--- src/verilog/irq_pkg.sv ---
// constants, field layouts and carriers of the interrupt controller
package irq_pkg;

  // special-register indices on the core's data-memory port
  localparam int SFR_AW = 3;
  localparam logic [2:0] ADDR_EDGE_SEL = 3'h0;
  localparam logic [2:0] ADDR_CTRL0 = 3'h1;
  localparam logic [2:0] ADDR_CTRL1 = 3'h2;
  localparam logic [2:0] ADDR_CTRL2 = 3'h3;
  localparam logic [2:0] ADDR_MFI = 3'h4;

  localparam logic [7:0] REG_RESET = 8'h00;

  // ext_edge_select fields
  localparam int EDGE_LSB = 0;
  localparam int EDGE_MSB = 1;
  localparam logic [1:0] EDGE_OFF = 2'h0;
  localparam logic [1:0] EDGE_RISE = 2'h1;
  localparam logic [1:0] EDGE_FALL = 2'h2;
  localparam logic [1:0] EDGE_BOTH = 2'h3;

  // irq_control_0 fields
  localparam int C0_GLOBAL_EN = 0;
  localparam int C0_EXT_EN = 1;
  localparam int C0_MF_EN = 2;
  localparam int C0_TB0_EN = 3;
  localparam int C0_EXT_FLAG = 4;
  localparam int C0_MF_FLAG = 5;
  localparam int C0_TB0_FLAG = 6;

  // irq_control_1 fields
  localparam int C1_TB1_EN = 0;
  localparam int C1_CONV_EN = 1;
  localparam int C1_EE_EN = 2;
  localparam int C1_SIM_EN = 3;
  localparam int C1_TB1_FLAG = 4;
  localparam int C1_CONV_FLAG = 5;
  localparam int C1_EE_FLAG = 6;
  localparam int C1_SIM_FLAG = 7;

  // irq_control_2 fields
  localparam int C2_SPORT_EN = 0;
  localparam int C2_SPORT_FLAG = 4;

  // multi_function_irq: enables in the low nibble, flags in the high one
  localparam int MFI_EN_LSB = 0;
  localparam int MFI_EN_MSB = 3;
  localparam int MFI_FLAG_LSB = 4;
  localparam int MFI_FLAG_MSB = 7;
  localparam int NUM_MF = 4;

  // primary sources, lowest index served first
  localparam int NUM_SRC = 8;
  localparam int SRC_W = 3;
  localparam int SRC_EXT = 0;
  localparam int SRC_TB0 = 1;
  localparam int SRC_MF = 2;
  localparam int SRC_CONV = 3;
  localparam int SRC_TB1 = 4;
  localparam int SRC_EE = 5;
  localparam int SRC_SIM = 6;
  localparam int SRC_SPORT = 7;

  // system clock start-up after a wake-up
  localparam int CLK_PERIOD_NS = 20;
  localparam int STARTUP_TIME_NS = 20000;
  localparam int STARTUP_CYCLES = (STARTUP_TIME_NS + CLK_PERIOD_NS - 1) / CLK_PERIOD_NS;
  localparam int STARTUP_W = 12;

  typedef enum logic [2:0] {
    ST_RUN = 3'b001,
    ST_OFF = 3'b010,
    ST_WARM = 3'b100
  } pwr_state_t;

  // one-cycle event pulses from the internal peripherals
  typedef struct packed {
    logic timeBase0;
    logic timeBase1;
    logic converterDone;
    logic eepromWriteDone;
    logic serialIntfDone;
    logic timerCPeriod;
    logic timerCCmpA;
    logic timerPPeriod;
    logic timerPCmpA;
  } periph_evt_t;

  // serial port control bits held in its own control registers
  typedef struct packed {
    logic serialPortEnable;
    logic receiverEnable;
    logic rxIrqEnable;
    logic wakeEnable;
    logic addrDetectMode;
    logic nineBitWordSelect;
    logic parityEnable;
    logic txEmptyIrqEnable;
    logic txIdleIrqEnable;
  } serial_cfg_t;

  // serial port status; levels except rxWordDone
  typedef struct packed {
    logic txEmpty;
    logic txIdle;
    logic rxTrigger;
    logic rxOverrun;
    logic rxWordDone;
    logic rxBit8;
    logic rxBit7;
  } serial_stat_t;

endpackage

--- src/verilog/edge_sync.sv ---
// two-stage pin synchroniser with rise and fall pulses
`timescale 1ns/100ps
module edge_sync #(
  parameter logic RESET_LEVEL = 1'b0
) (
  // clock and reset
  input wire logic clk_sys,
  input wire logic rstn,
  // pin and detected edges
  input wire logic pinAsync,
  output logic pinLevel,
  output logic rise,
  output logic fall
);
  logic meta_q;
  logic sync_q;
  logic prev_q;

  always_ff @(posedge clk_sys or negedge rstn)
  begin
    if (!rstn)
    begin
      meta_q <= RESET_LEVEL;
      sync_q <= RESET_LEVEL;
      prev_q <= RESET_LEVEL;
    end
    else
    begin
      meta_q <= pinAsync;
      sync_q <= meta_q;
      prev_q <= sync_q;
    end
  end

  assign pinLevel = sync_q;
  assign rise = sync_q & ~prev_q;
  assign fall = ~sync_q & prev_q;
endmodule // edge_sync

--- src/verilog/uart_irq_merge.sv ---
// serial port condition merge into one active-low request pulse
`timescale 1ns/100ps
module uart_irq_merge (
  // clock and reset
  input wire logic clk_sys,
  input wire logic rstn,
  // serial port state
  input wire irq_pkg::serial_cfg_t cfg,
  input wire irq_pkg::serial_stat_t stat,
  input wire logic clkRun,
  input wire logic rxFall,
  // toward the controller
  output logic irqPulseN,
  output logic wakeEvt
);
  logic [3:0] cond_q;
  logic [3:0] cond_d;
  logic [3:0] condLevel;
  logic topBit;
  logic rxAvail;
  logic addrHit;
  logic newCond;
  logic wake;
  logic irqPulseN_q;
  logic wakeEvt_q;

  assign topBit = cfg.nineBitWordSelect ? stat.rxBit8 : stat.rxBit7;
  assign rxAvail = stat.rxTrigger & cfg.rxIrqEnable
                 & (~cfg.addrDetectMode | topBit);
  assign addrHit = cfg.addrDetectMode & stat.rxWordDone & topBit & cfg.rxIrqEnable;
  assign condLevel = {stat.txEmpty & cfg.txEmptyIrqEnable,
                      stat.txIdle & cfg.txIdleIrqEnable,
                      rxAvail,
                      stat.rxOverrun & cfg.rxIrqEnable};
  // frozen while the port clock is off so a condition that rose meanwhile fires on its return
  assign cond_d = clkRun ? condLevel : cond_q;
  assign newCond = clkRun & ((|(condLevel & ~cond_q)) | addrHit);
  assign wake = ~clkRun & cfg.serialPortEnable & cfg.receiverEnable
              & cfg.rxIrqEnable & cfg.wakeEnable & rxFall;

  always_ff @(posedge clk_sys or negedge rstn)
  begin
    if (!rstn)
    begin
      cond_q <= 4'h0;
      irqPulseN_q <= 1'b1;
      wakeEvt_q <= 1'b0;
    end
    else
    begin
      cond_q <= cond_d;
      irqPulseN_q <= ~newCond;
      wakeEvt_q <= wake;
    end
  end

  assign irqPulseN = irqPulseN_q;
  assign wakeEvt = wakeEvt_q;
endmodule // uart_irq_merge

--- src/verilog/mcu_irq_ctrl.sv ---
// interrupt request, enable and serial-port interrupt controller
`timescale 1ns/100ps
module mcu_irq_ctrl #(
  parameter int STARTUP_COUNT = irq_pkg::STARTUP_CYCLES
) (
  // clock and reset
  input wire logic clk_sys,
  input wire logic rstn,
  // special register port
  input wire logic [irq_pkg::SFR_AW-1:0] sfrAddr,
  input wire logic sfrWr,
  input wire logic sfrRd,
  input wire logic [7:0] sfrWdata,
  output logic [7:0] sfrRdata,
  // pins
  input wire logic extIntPin,
  input wire logic rxPin,
  // internal peripherals
  input wire irq_pkg::periph_evt_t periphEvt,
  input wire irq_pkg::serial_cfg_t serialCfg,
  input wire irq_pkg::serial_stat_t serialStat,
  input wire logic serialClkOn,
  output logic rxDiscard,
  // processor core
  input wire logic stackFull,
  input wire logic vectorTaken,
  output logic irqReq,
  output logic [irq_pkg::SRC_W-1:0] irqSrc,
  output logic wakeCore
);
  // register file
  logic [1:0] edgeSel_q;
  logic globalEn_q;
  logic [irq_pkg::NUM_SRC-1:0] flag_q;
  logic [irq_pkg::NUM_SRC-1:0] flag_d;
  logic [irq_pkg::NUM_SRC-1:0] en_q;
  logic [irq_pkg::NUM_SRC-1:0] en_d;
  logic [irq_pkg::NUM_MF-1:0] mfFlag_q;
  logic [irq_pkg::NUM_MF-1:0] mfFlag_d;
  logic [irq_pkg::NUM_MF-1:0] mfEn_q;
  logic [7:0] sfrRdata_q;

  // request to the core
  logic irqReq_q;
  logic [irq_pkg::SRC_W-1:0] irqSrc_q;
  logic [irq_pkg::SRC_W-1:0] pick;
  logic [irq_pkg::NUM_SRC-1:0] hit;
  logic [irq_pkg::NUM_SRC-1:0] ackClr;

  // power / start-up tracking
  irq_pkg::pwr_state_t state_q;
  irq_pkg::pwr_state_t state_d;
  logic [irq_pkg::STARTUP_W-1:0] warmCnt_q;
  logic uartHeld_q;
  logic wakeCore_q;
  logic rxDiscard_q;

  // decode
  logic wrEdge;
  logic wrCtrl0;
  logic wrCtrl1;
  logic wrCtrl2;
  logic wrMfi;
  logic [irq_pkg::NUM_SRC-1:0] flagWrMask;
  logic [irq_pkg::NUM_SRC-1:0] flagWrVal;
  logic [irq_pkg::NUM_SRC-1:0] evt;
  logic [irq_pkg::NUM_MF-1:0] mfEvt;
  logic [7:0] rdMux;

  // pin edges and serial merge
  logic extRise;
  logic extFall;
  logic rxFall;
  logic extEvt;
  logic uartPulseN;
  logic uartWake;
  logic uartEvt;
  logic stRun;
  logic warmDone;

  edge_sync #(.RESET_LEVEL(1'b0)) u_extSync (
    .clk_sys(clk_sys),
    .rstn(rstn),
    .pinAsync(extIntPin),
    .pinLevel(),
    .rise(extRise),
    .fall(extFall)
  );

  // serial line idles high
  edge_sync #(.RESET_LEVEL(1'b1)) u_rxSync (
    .clk_sys(clk_sys),
    .rstn(rstn),
    .pinAsync(rxPin),
    .pinLevel(),
    .rise(),
    .fall(rxFall)
  );

  uart_irq_merge u_merge (
    .clk_sys(clk_sys),
    .rstn(rstn),
    .cfg(serialCfg),
    .stat(serialStat),
    .clkRun(serialClkOn),
    .rxFall(rxFall),
    .irqPulseN(uartPulseN),
    .wakeEvt(uartWake)
  );

  assign wrEdge = sfrWr & (sfrAddr == irq_pkg::ADDR_EDGE_SEL);
  assign wrCtrl0 = sfrWr & (sfrAddr == irq_pkg::ADDR_CTRL0);
  assign wrCtrl1 = sfrWr & (sfrAddr == irq_pkg::ADDR_CTRL1);
  assign wrCtrl2 = sfrWr & (sfrAddr == irq_pkg::ADDR_CTRL2);
  assign wrMfi = sfrWr & (sfrAddr == irq_pkg::ADDR_MFI);

  // only the dedicated pin feeds the external source
  assign extEvt = ((edgeSel_q == irq_pkg::EDGE_RISE) & extRise)
                | ((edgeSel_q == irq_pkg::EDGE_FALL) & extFall)
                | ((edgeSel_q == irq_pkg::EDGE_BOTH) & (extRise | extFall));

  // pulses and wakes that land in start-up wait for its end
  assign stRun = (state_q == irq_pkg::ST_RUN);
  assign uartEvt = stRun & (~uartPulseN | uartWake | uartHeld_q);

  assign mfEvt = {periphEvt.timerPCmpA, periphEvt.timerPPeriod,
                  periphEvt.timerCCmpA, periphEvt.timerCPeriod};

  always_comb
  begin
    evt = '0;
    evt[irq_pkg::SRC_EXT] = extEvt;
    evt[irq_pkg::SRC_TB0] = periphEvt.timeBase0;
    evt[irq_pkg::SRC_MF] = |mfEvt;
    evt[irq_pkg::SRC_CONV] = periphEvt.converterDone;
    evt[irq_pkg::SRC_TB1] = periphEvt.timeBase1;
    evt[irq_pkg::SRC_EE] = periphEvt.eepromWriteDone;
    evt[irq_pkg::SRC_SIM] = periphEvt.serialIntfDone;
    evt[irq_pkg::SRC_SPORT] = uartEvt;
  end

  always_comb
  begin
    flagWrMask = '0;
    flagWrVal = '0;
    en_d = en_q;
    flagWrMask[irq_pkg::SRC_EXT] = wrCtrl0;
    flagWrMask[irq_pkg::SRC_TB0] = wrCtrl0;
    flagWrMask[irq_pkg::SRC_MF] = wrCtrl0;
    flagWrMask[irq_pkg::SRC_CONV] = wrCtrl1;
    flagWrMask[irq_pkg::SRC_TB1] = wrCtrl1;
    flagWrMask[irq_pkg::SRC_EE] = wrCtrl1;
    flagWrMask[irq_pkg::SRC_SIM] = wrCtrl1;
    flagWrMask[irq_pkg::SRC_SPORT] = wrCtrl2;
    flagWrVal[irq_pkg::SRC_EXT] = sfrWdata[irq_pkg::C0_EXT_FLAG];
    flagWrVal[irq_pkg::SRC_TB0] = sfrWdata[irq_pkg::C0_TB0_FLAG];
    flagWrVal[irq_pkg::SRC_MF] = sfrWdata[irq_pkg::C0_MF_FLAG];
    flagWrVal[irq_pkg::SRC_CONV] = sfrWdata[irq_pkg::C1_CONV_FLAG];
    flagWrVal[irq_pkg::SRC_TB1] = sfrWdata[irq_pkg::C1_TB1_FLAG];
    flagWrVal[irq_pkg::SRC_EE] = sfrWdata[irq_pkg::C1_EE_FLAG];
    flagWrVal[irq_pkg::SRC_SIM] = sfrWdata[irq_pkg::C1_SIM_FLAG];
    flagWrVal[irq_pkg::SRC_SPORT] = sfrWdata[irq_pkg::C2_SPORT_FLAG];
    if (wrCtrl0)
    begin
      en_d[irq_pkg::SRC_EXT] = sfrWdata[irq_pkg::C0_EXT_EN];
      en_d[irq_pkg::SRC_TB0] = sfrWdata[irq_pkg::C0_TB0_EN];
      en_d[irq_pkg::SRC_MF] = sfrWdata[irq_pkg::C0_MF_EN];
    end
    if (wrCtrl1)
    begin
      en_d[irq_pkg::SRC_CONV] = sfrWdata[irq_pkg::C1_CONV_EN];
      en_d[irq_pkg::SRC_TB1] = sfrWdata[irq_pkg::C1_TB1_EN];
      en_d[irq_pkg::SRC_EE] = sfrWdata[irq_pkg::C1_EE_EN];
      en_d[irq_pkg::SRC_SIM] = sfrWdata[irq_pkg::C1_SIM_EN];
    end
    if (wrCtrl2)
    begin
      en_d[irq_pkg::SRC_SPORT] = sfrWdata[irq_pkg::C2_SPORT_EN];
    end
  end

  // vector entry clears a single-source flag; the serial flag stays for
  // software, as does the shared flag, which any of its sub-events sets
  always_comb
  begin
    ackClr = '0;
    if (vectorTaken && irqSrc_q != irq_pkg::SRC_W'(irq_pkg::SRC_SPORT)
        && irqSrc_q != irq_pkg::SRC_W'(irq_pkg::SRC_MF))
    begin
      ackClr[irqSrc_q] = 1'b1;
    end
  end

  // event set wins over any clear in the same cycle, enable or not
  assign flag_d = evt | (flagWrMask & flagWrVal)
                | (~flagWrMask & flag_q & ~ackClr);
  assign mfFlag_d = mfEvt | (wrMfi ? sfrWdata[irq_pkg::MFI_FLAG_MSB:irq_pkg::MFI_FLAG_LSB]
                                   : mfFlag_q);

  assign hit = flag_q & en_q;

  always_comb
  begin
    pick = '0;
    for (int i = irq_pkg::NUM_SRC - 1; i >= 0; i--)
    begin
      if (hit[i])
      begin
        pick = irq_pkg::SRC_W'(i);
      end
    end
  end

  always_comb
  begin
    state_d = state_q;
    case (state_q)
      irq_pkg::ST_RUN:
        if (!serialClkOn)
          state_d = irq_pkg::ST_OFF;
      irq_pkg::ST_OFF:
        if (serialClkOn)
          state_d = irq_pkg::ST_WARM;
      irq_pkg::ST_WARM:
        if (warmDone)
          state_d = irq_pkg::ST_RUN;
      default:
        state_d = irq_pkg::ST_RUN;
    endcase
  end

  assign warmDone = (warmCnt_q == '0);

  always_comb
  begin
    rdMux = irq_pkg::REG_RESET;
    case (sfrAddr)
      irq_pkg::ADDR_EDGE_SEL:
        rdMux[irq_pkg::EDGE_MSB:irq_pkg::EDGE_LSB] = edgeSel_q;
      irq_pkg::ADDR_CTRL0:
      begin
        rdMux[irq_pkg::C0_GLOBAL_EN] = globalEn_q;
        rdMux[irq_pkg::C0_EXT_EN] = en_q[irq_pkg::SRC_EXT];
        rdMux[irq_pkg::C0_MF_EN] = en_q[irq_pkg::SRC_MF];
        rdMux[irq_pkg::C0_TB0_EN] = en_q[irq_pkg::SRC_TB0];
        rdMux[irq_pkg::C0_EXT_FLAG] = flag_q[irq_pkg::SRC_EXT];
        rdMux[irq_pkg::C0_MF_FLAG] = flag_q[irq_pkg::SRC_MF];
        rdMux[irq_pkg::C0_TB0_FLAG] = flag_q[irq_pkg::SRC_TB0];
      end
      irq_pkg::ADDR_CTRL1:
      begin
        rdMux[irq_pkg::C1_TB1_EN] = en_q[irq_pkg::SRC_TB1];
        rdMux[irq_pkg::C1_CONV_EN] = en_q[irq_pkg::SRC_CONV];
        rdMux[irq_pkg::C1_EE_EN] = en_q[irq_pkg::SRC_EE];
        rdMux[irq_pkg::C1_SIM_EN] = en_q[irq_pkg::SRC_SIM];
        rdMux[irq_pkg::C1_TB1_FLAG] = flag_q[irq_pkg::SRC_TB1];
        rdMux[irq_pkg::C1_CONV_FLAG] = flag_q[irq_pkg::SRC_CONV];
        rdMux[irq_pkg::C1_EE_FLAG] = flag_q[irq_pkg::SRC_EE];
        rdMux[irq_pkg::C1_SIM_FLAG] = flag_q[irq_pkg::SRC_SIM];
      end
      irq_pkg::ADDR_CTRL2:
      begin
        rdMux[irq_pkg::C2_SPORT_EN] = en_q[irq_pkg::SRC_SPORT];
        rdMux[irq_pkg::C2_SPORT_FLAG] = flag_q[irq_pkg::SRC_SPORT];
      end
      irq_pkg::ADDR_MFI:
        rdMux = {mfFlag_q, mfEn_q};
      default:
        rdMux = irq_pkg::REG_RESET;
    endcase
  end

  always_ff @(posedge clk_sys or negedge rstn)
  begin
    if (!rstn)
    begin
      edgeSel_q <= irq_pkg::EDGE_OFF;
      en_q <= '0;
      flag_q <= '0;
      mfEn_q <= '0;
      mfFlag_q <= '0;
      sfrRdata_q <= irq_pkg::REG_RESET;
    end
    else
    begin
      if (wrEdge)
        edgeSel_q <= sfrWdata[irq_pkg::EDGE_MSB:irq_pkg::EDGE_LSB];
      if (wrMfi)
        mfEn_q <= sfrWdata[irq_pkg::MFI_EN_MSB:irq_pkg::MFI_EN_LSB];
      en_q <= en_d;
      flag_q <= flag_d;
      mfFlag_q <= mfFlag_d;
      if (sfrRd)
        sfrRdata_q <= rdMux;
    end
  end

  // software write of the global enable wins over the automatic clear
  always_ff @(posedge clk_sys or negedge rstn)
  begin
    if (!rstn)
      globalEn_q <= 1'b0;
    else if (wrCtrl0)
      globalEn_q <= sfrWdata[irq_pkg::C0_GLOBAL_EN];
    else if (vectorTaken)
      globalEn_q <= 1'b0;
  end

  always_ff @(posedge clk_sys or negedge rstn)
  begin
    if (!rstn)
    begin
      irqReq_q <= 1'b0;
      irqSrc_q <= '0;
    end
    else
    begin
      irqReq_q <= globalEn_q & (|hit) & ~stackFull & ~vectorTaken;
      if (!irqReq_q || vectorTaken)
        irqSrc_q <= pick;
    end
  end

  // start-up window after the port clock returns; registers are untouched
  always_ff @(posedge clk_sys or negedge rstn)
  begin
    if (!rstn)
    begin
      state_q <= irq_pkg::ST_RUN;
      warmCnt_q <= '0;
      uartHeld_q <= 1'b0;
      wakeCore_q <= 1'b0;
      rxDiscard_q <= 1'b0;
    end
    else
    begin
      state_q <= state_d;
      if (state_q == irq_pkg::ST_OFF)
        warmCnt_q <= irq_pkg::STARTUP_W'(STARTUP_COUNT - 1);
      else if (!warmDone)
        warmCnt_q <= warmCnt_q - 1'b1;
      uartHeld_q <= ~stRun & (uartHeld_q | ~uartPulseN | uartWake);
      wakeCore_q <= uartWake;
      rxDiscard_q <= (state_d == irq_pkg::ST_WARM);
    end
  end

  assign sfrRdata = sfrRdata_q;
  assign irqReq = irqReq_q;
  assign irqSrc = irqSrc_q;
  assign wakeCore = wakeCore_q;
  assign rxDiscard = rxDiscard_q;
endmodule // mcu_irq_ctrl

--- config.mk ---
export PLATFORM = sky130hd
export DESIGN_NAME = mcu_irq_ctrl
export DESIGN_NICKNAME = d
export VERILOG_FILES = /design/src/verilog/irq_pkg.sv /design/src/verilog/edge_sync.sv /design/src/verilog/uart_irq_merge.sv /design/src/verilog/mcu_irq_ctrl.sv
export SDC_FILE = /design/constraint.sdc
export NUM_CORES = 1
export LEC_CHECK = 0
export ABC_AREA = 1
export ABC_CLOCK_PERIOD_IN_PS = 2100
export BUFFER_PORTS_ARGS = -buffer_cell sky130_fd_sc_hd__buf_2
export CAP_MARGIN = 15
export CORE_AREA = 2 2 85 104
export DETAILED_ROUTE_END_ITERATION = 8
export DIE_AREA = 0 0 87 106
export PLACE_DENSITY = 0.7
export REMOVE_ABC_BUFFERS = 1
export SLEW_MARGIN = 20
export SYNTH_ARGS = -nofsm -noshare
export SYNTH_HDL_FRONTEND = slang
export SYNTH_HIERARCHICAL = 1
export SYNTH_SLANG_ARGS = --single-unit
--- constraint.sdc ---
create_clock -name clk_sys -period 2.1 [get_ports clk_sys]
set_input_delay 0.42 -clock clk_sys [delete_from_list [all_inputs] [get_ports clk_sys]]
set_output_delay 0.42 -clock clk_sys [all_outputs]
set_load 0.02 [all_outputs]
==> flow_summary.json <==
{
  "status": "completed",
  "synth_warnings": 6,
  "fp.dieW_um": 87,
  "firstDrtPassIters": 4,
  "tightestPinTransition_ns": 0.473,
  "setup_ws_ns": 0.407,
  "place_area_um2": 3680,
  "ios": 59,
  "hold_path_class": "in -> async",
  "powerDensity_nw_per_um2": 994,
  "syn_inst": 413,
  "start_util_pct": 39.5,
  "cts.sinks": 69,
  "route.detailed.drc": 0,
  "drtIter0Drc": 151,
  "finalCritPeriodShare_pct": 80.6,
  "cp.arrival_ns": 1.99,
  "timing_worst_setup_path_type": "reg -> reg",
  "slew_viol_final": 0,
  "num_rows": 37,
  "min_period_ns": 1.69,
  "final_nets": 525,
  "grt_pass1_wl_um": 12500,
  "crit_path_start_kind": "flop",
  "maxCapViolations": 0,
  "nFillCells": 805,
  "cts_resized": 0,
  "cts-root-buf": "clkbuf_8",
  "syn_area_per_cell_um2": 7.93,
  "cts_hold_buffers": 0,
  "place_hpwl_um": 5610,
  "fp.dieH_um": 106,
  "htreeDepth": 3,
  "antenna_found_initial": 1,
  "wl_um": 7400,
  "antenna_left": 0,
  "drive_gt1_share_pct": 19.9,
  "grt_pass1_vias": 2873,
  "grt_overflow_total": 0,
  "tritoncts": "yes",
  "dieArea_um2": 9220,
  "vias_per_cell": 4.98,
  "finalPower_mw": 3.84,
  "irDropWorstVdd_mv": 0.522,
  "final_area_um2": 3860,
  "io_buffers": 57,
  "clock.fmax_ghz": 0.591,
  "grt_max_degree": 70,
  "fin_skew_ns": 0.0117,
  "clk_latency_ns": 0.36,
  "cts_buffer_depth": 2,
  "critPathRequiredTime_ns": 2.40,
  "num_vias": 2894,
  "cp-startpoint": "warmCnt_q[0]",
  "cts_buffers": 9,
  "clk_pin_slew_ns": 0.07,
  "wl_per_cell_um": 12.7,
  "leakage_nw": 2.02,
  "syn-cell-area_um2": 3280,
  "track_usage_pct": 17.3,
  "core_um2": 8290,
  "finalSetupTns_ns": 0,
  "gp_congestion": 0.871,
  "fin_util_pct": 46.6,
  "relSlewSlack_pct": 68.4,
  "rsz0062_at_grt": "no",
  "crit_path_end_kind": "flop",
  "place_worst_setup_slack_ns": 0.410,
  "hold_viol_final": 0,
  "area_growth_syn_to_layout_pct": 17.9,
  "setup_violations": 0,
  "timing.rr.start": "warmCnt_q[0]",
  "worstPathMaxFanout": 13,
  "cts_setup_buffers": 0
}
-- cell usage in the layout (no fill, tap or decap), types with 2 or more instances in the layout --
master    count
dfrtp_1      64
inv_2         5
nand2_1     142
clkinv_2      3
nand3b_1      5
nand4_1       7
o21ai_1       8
nand2_2       2
a31oi_1       6
nor2_1       33
buf_2        57
o21ai_0      22
nor2_2        5
nand3_1      29
dfstp_2       5
o211ai_1      4
clkbuf_8      9
inv_1        50
nor3_1        3
a21oi_1       8
-- worst max-delay path, stage by stage, from the launching register on --
cell	delay (ns)
dfrtp_1	0.41
inv_1	0.11
ha_1	0.27
nand2_2	0.12
nor2_2	0.15
nand2_2	0.19
nor2_1	0.25
nand2_1	0.08
nand2_1	0.07
-- power breakdown --
group          switching, mW  internal (mW)  leakage (nW)
Combinational          0.627          0.369          1.12
Sequential             0.204           1.61         0.811
Clock                  0.498          0.536        0.0919
Total                   1.33           2.51          2.02
-- state kept, by name, summed over array words and instances, names as in the netlist, 2 cells and up --
| register | cells |
|---|---|
| u_merge/cond_q | 4 |
| state_q | 3 |
| irqSrc | 3 |
| mfEn_q | 4 |
| sfrRdata | 8 |
| en_q | 8 |
| warmCnt_q | 12 |
| mfFlag_q | 4 |
| edgeSel_q | 2 |
| flag_q | 8 |
-- cell type report --
class                           instances  area (µm²)  area share (%)
Tap cell                               97         121            3.14
Clock buffer                           10         128            3.30
Antenna cell                            1        2.50          0.0648
Inverter                               55         206            5.34
Sequential cell                        69        1730            44.9
Multi-Input combinational cell        285        1310            33.8
Timing Repair Buffer                   59         313            8.10
Clock inverter                          5        52.6            1.36
-- metal layers --
metal / vias up / routed length, µm / track usage (%)
met4: 0 / 213 / 8.04
met5: - / 0 / 0
met1: 1360 / 3070 / 20.0
met3: 21 / 369 / 4.58
met2: 69 / 3740 / 29.4
li1: 1444 / - / -
-- final timing paths --
path,slack (ns),to,cells past startpoint
hold reg to reg,0.36,u_extSync/pinLevel,0
setup reg to reg,0.41,warmCnt_q[0],8
setup / recovery,0.41,warmCnt_q[0],8
max in group asynchronous,1.69,u_rxSync/meta_q,2
min in group clk_sys,0.16,u_rxSync/meta_q,1
hold / removal,0.06,irqSrc[2],2
-- through the flow --
step | hold slack, ns | cells
3_3_place_gp | 0.336 | 565
6_report | 0.0600 | 581
3_5_place_dp | 0.340 | 565
5_1_grt | 0.0904 | 580
2_1_floorplan | 0.124 | 409
4_1_cts | 0.0881 | 580
Power figures use the tool's default switching activity.
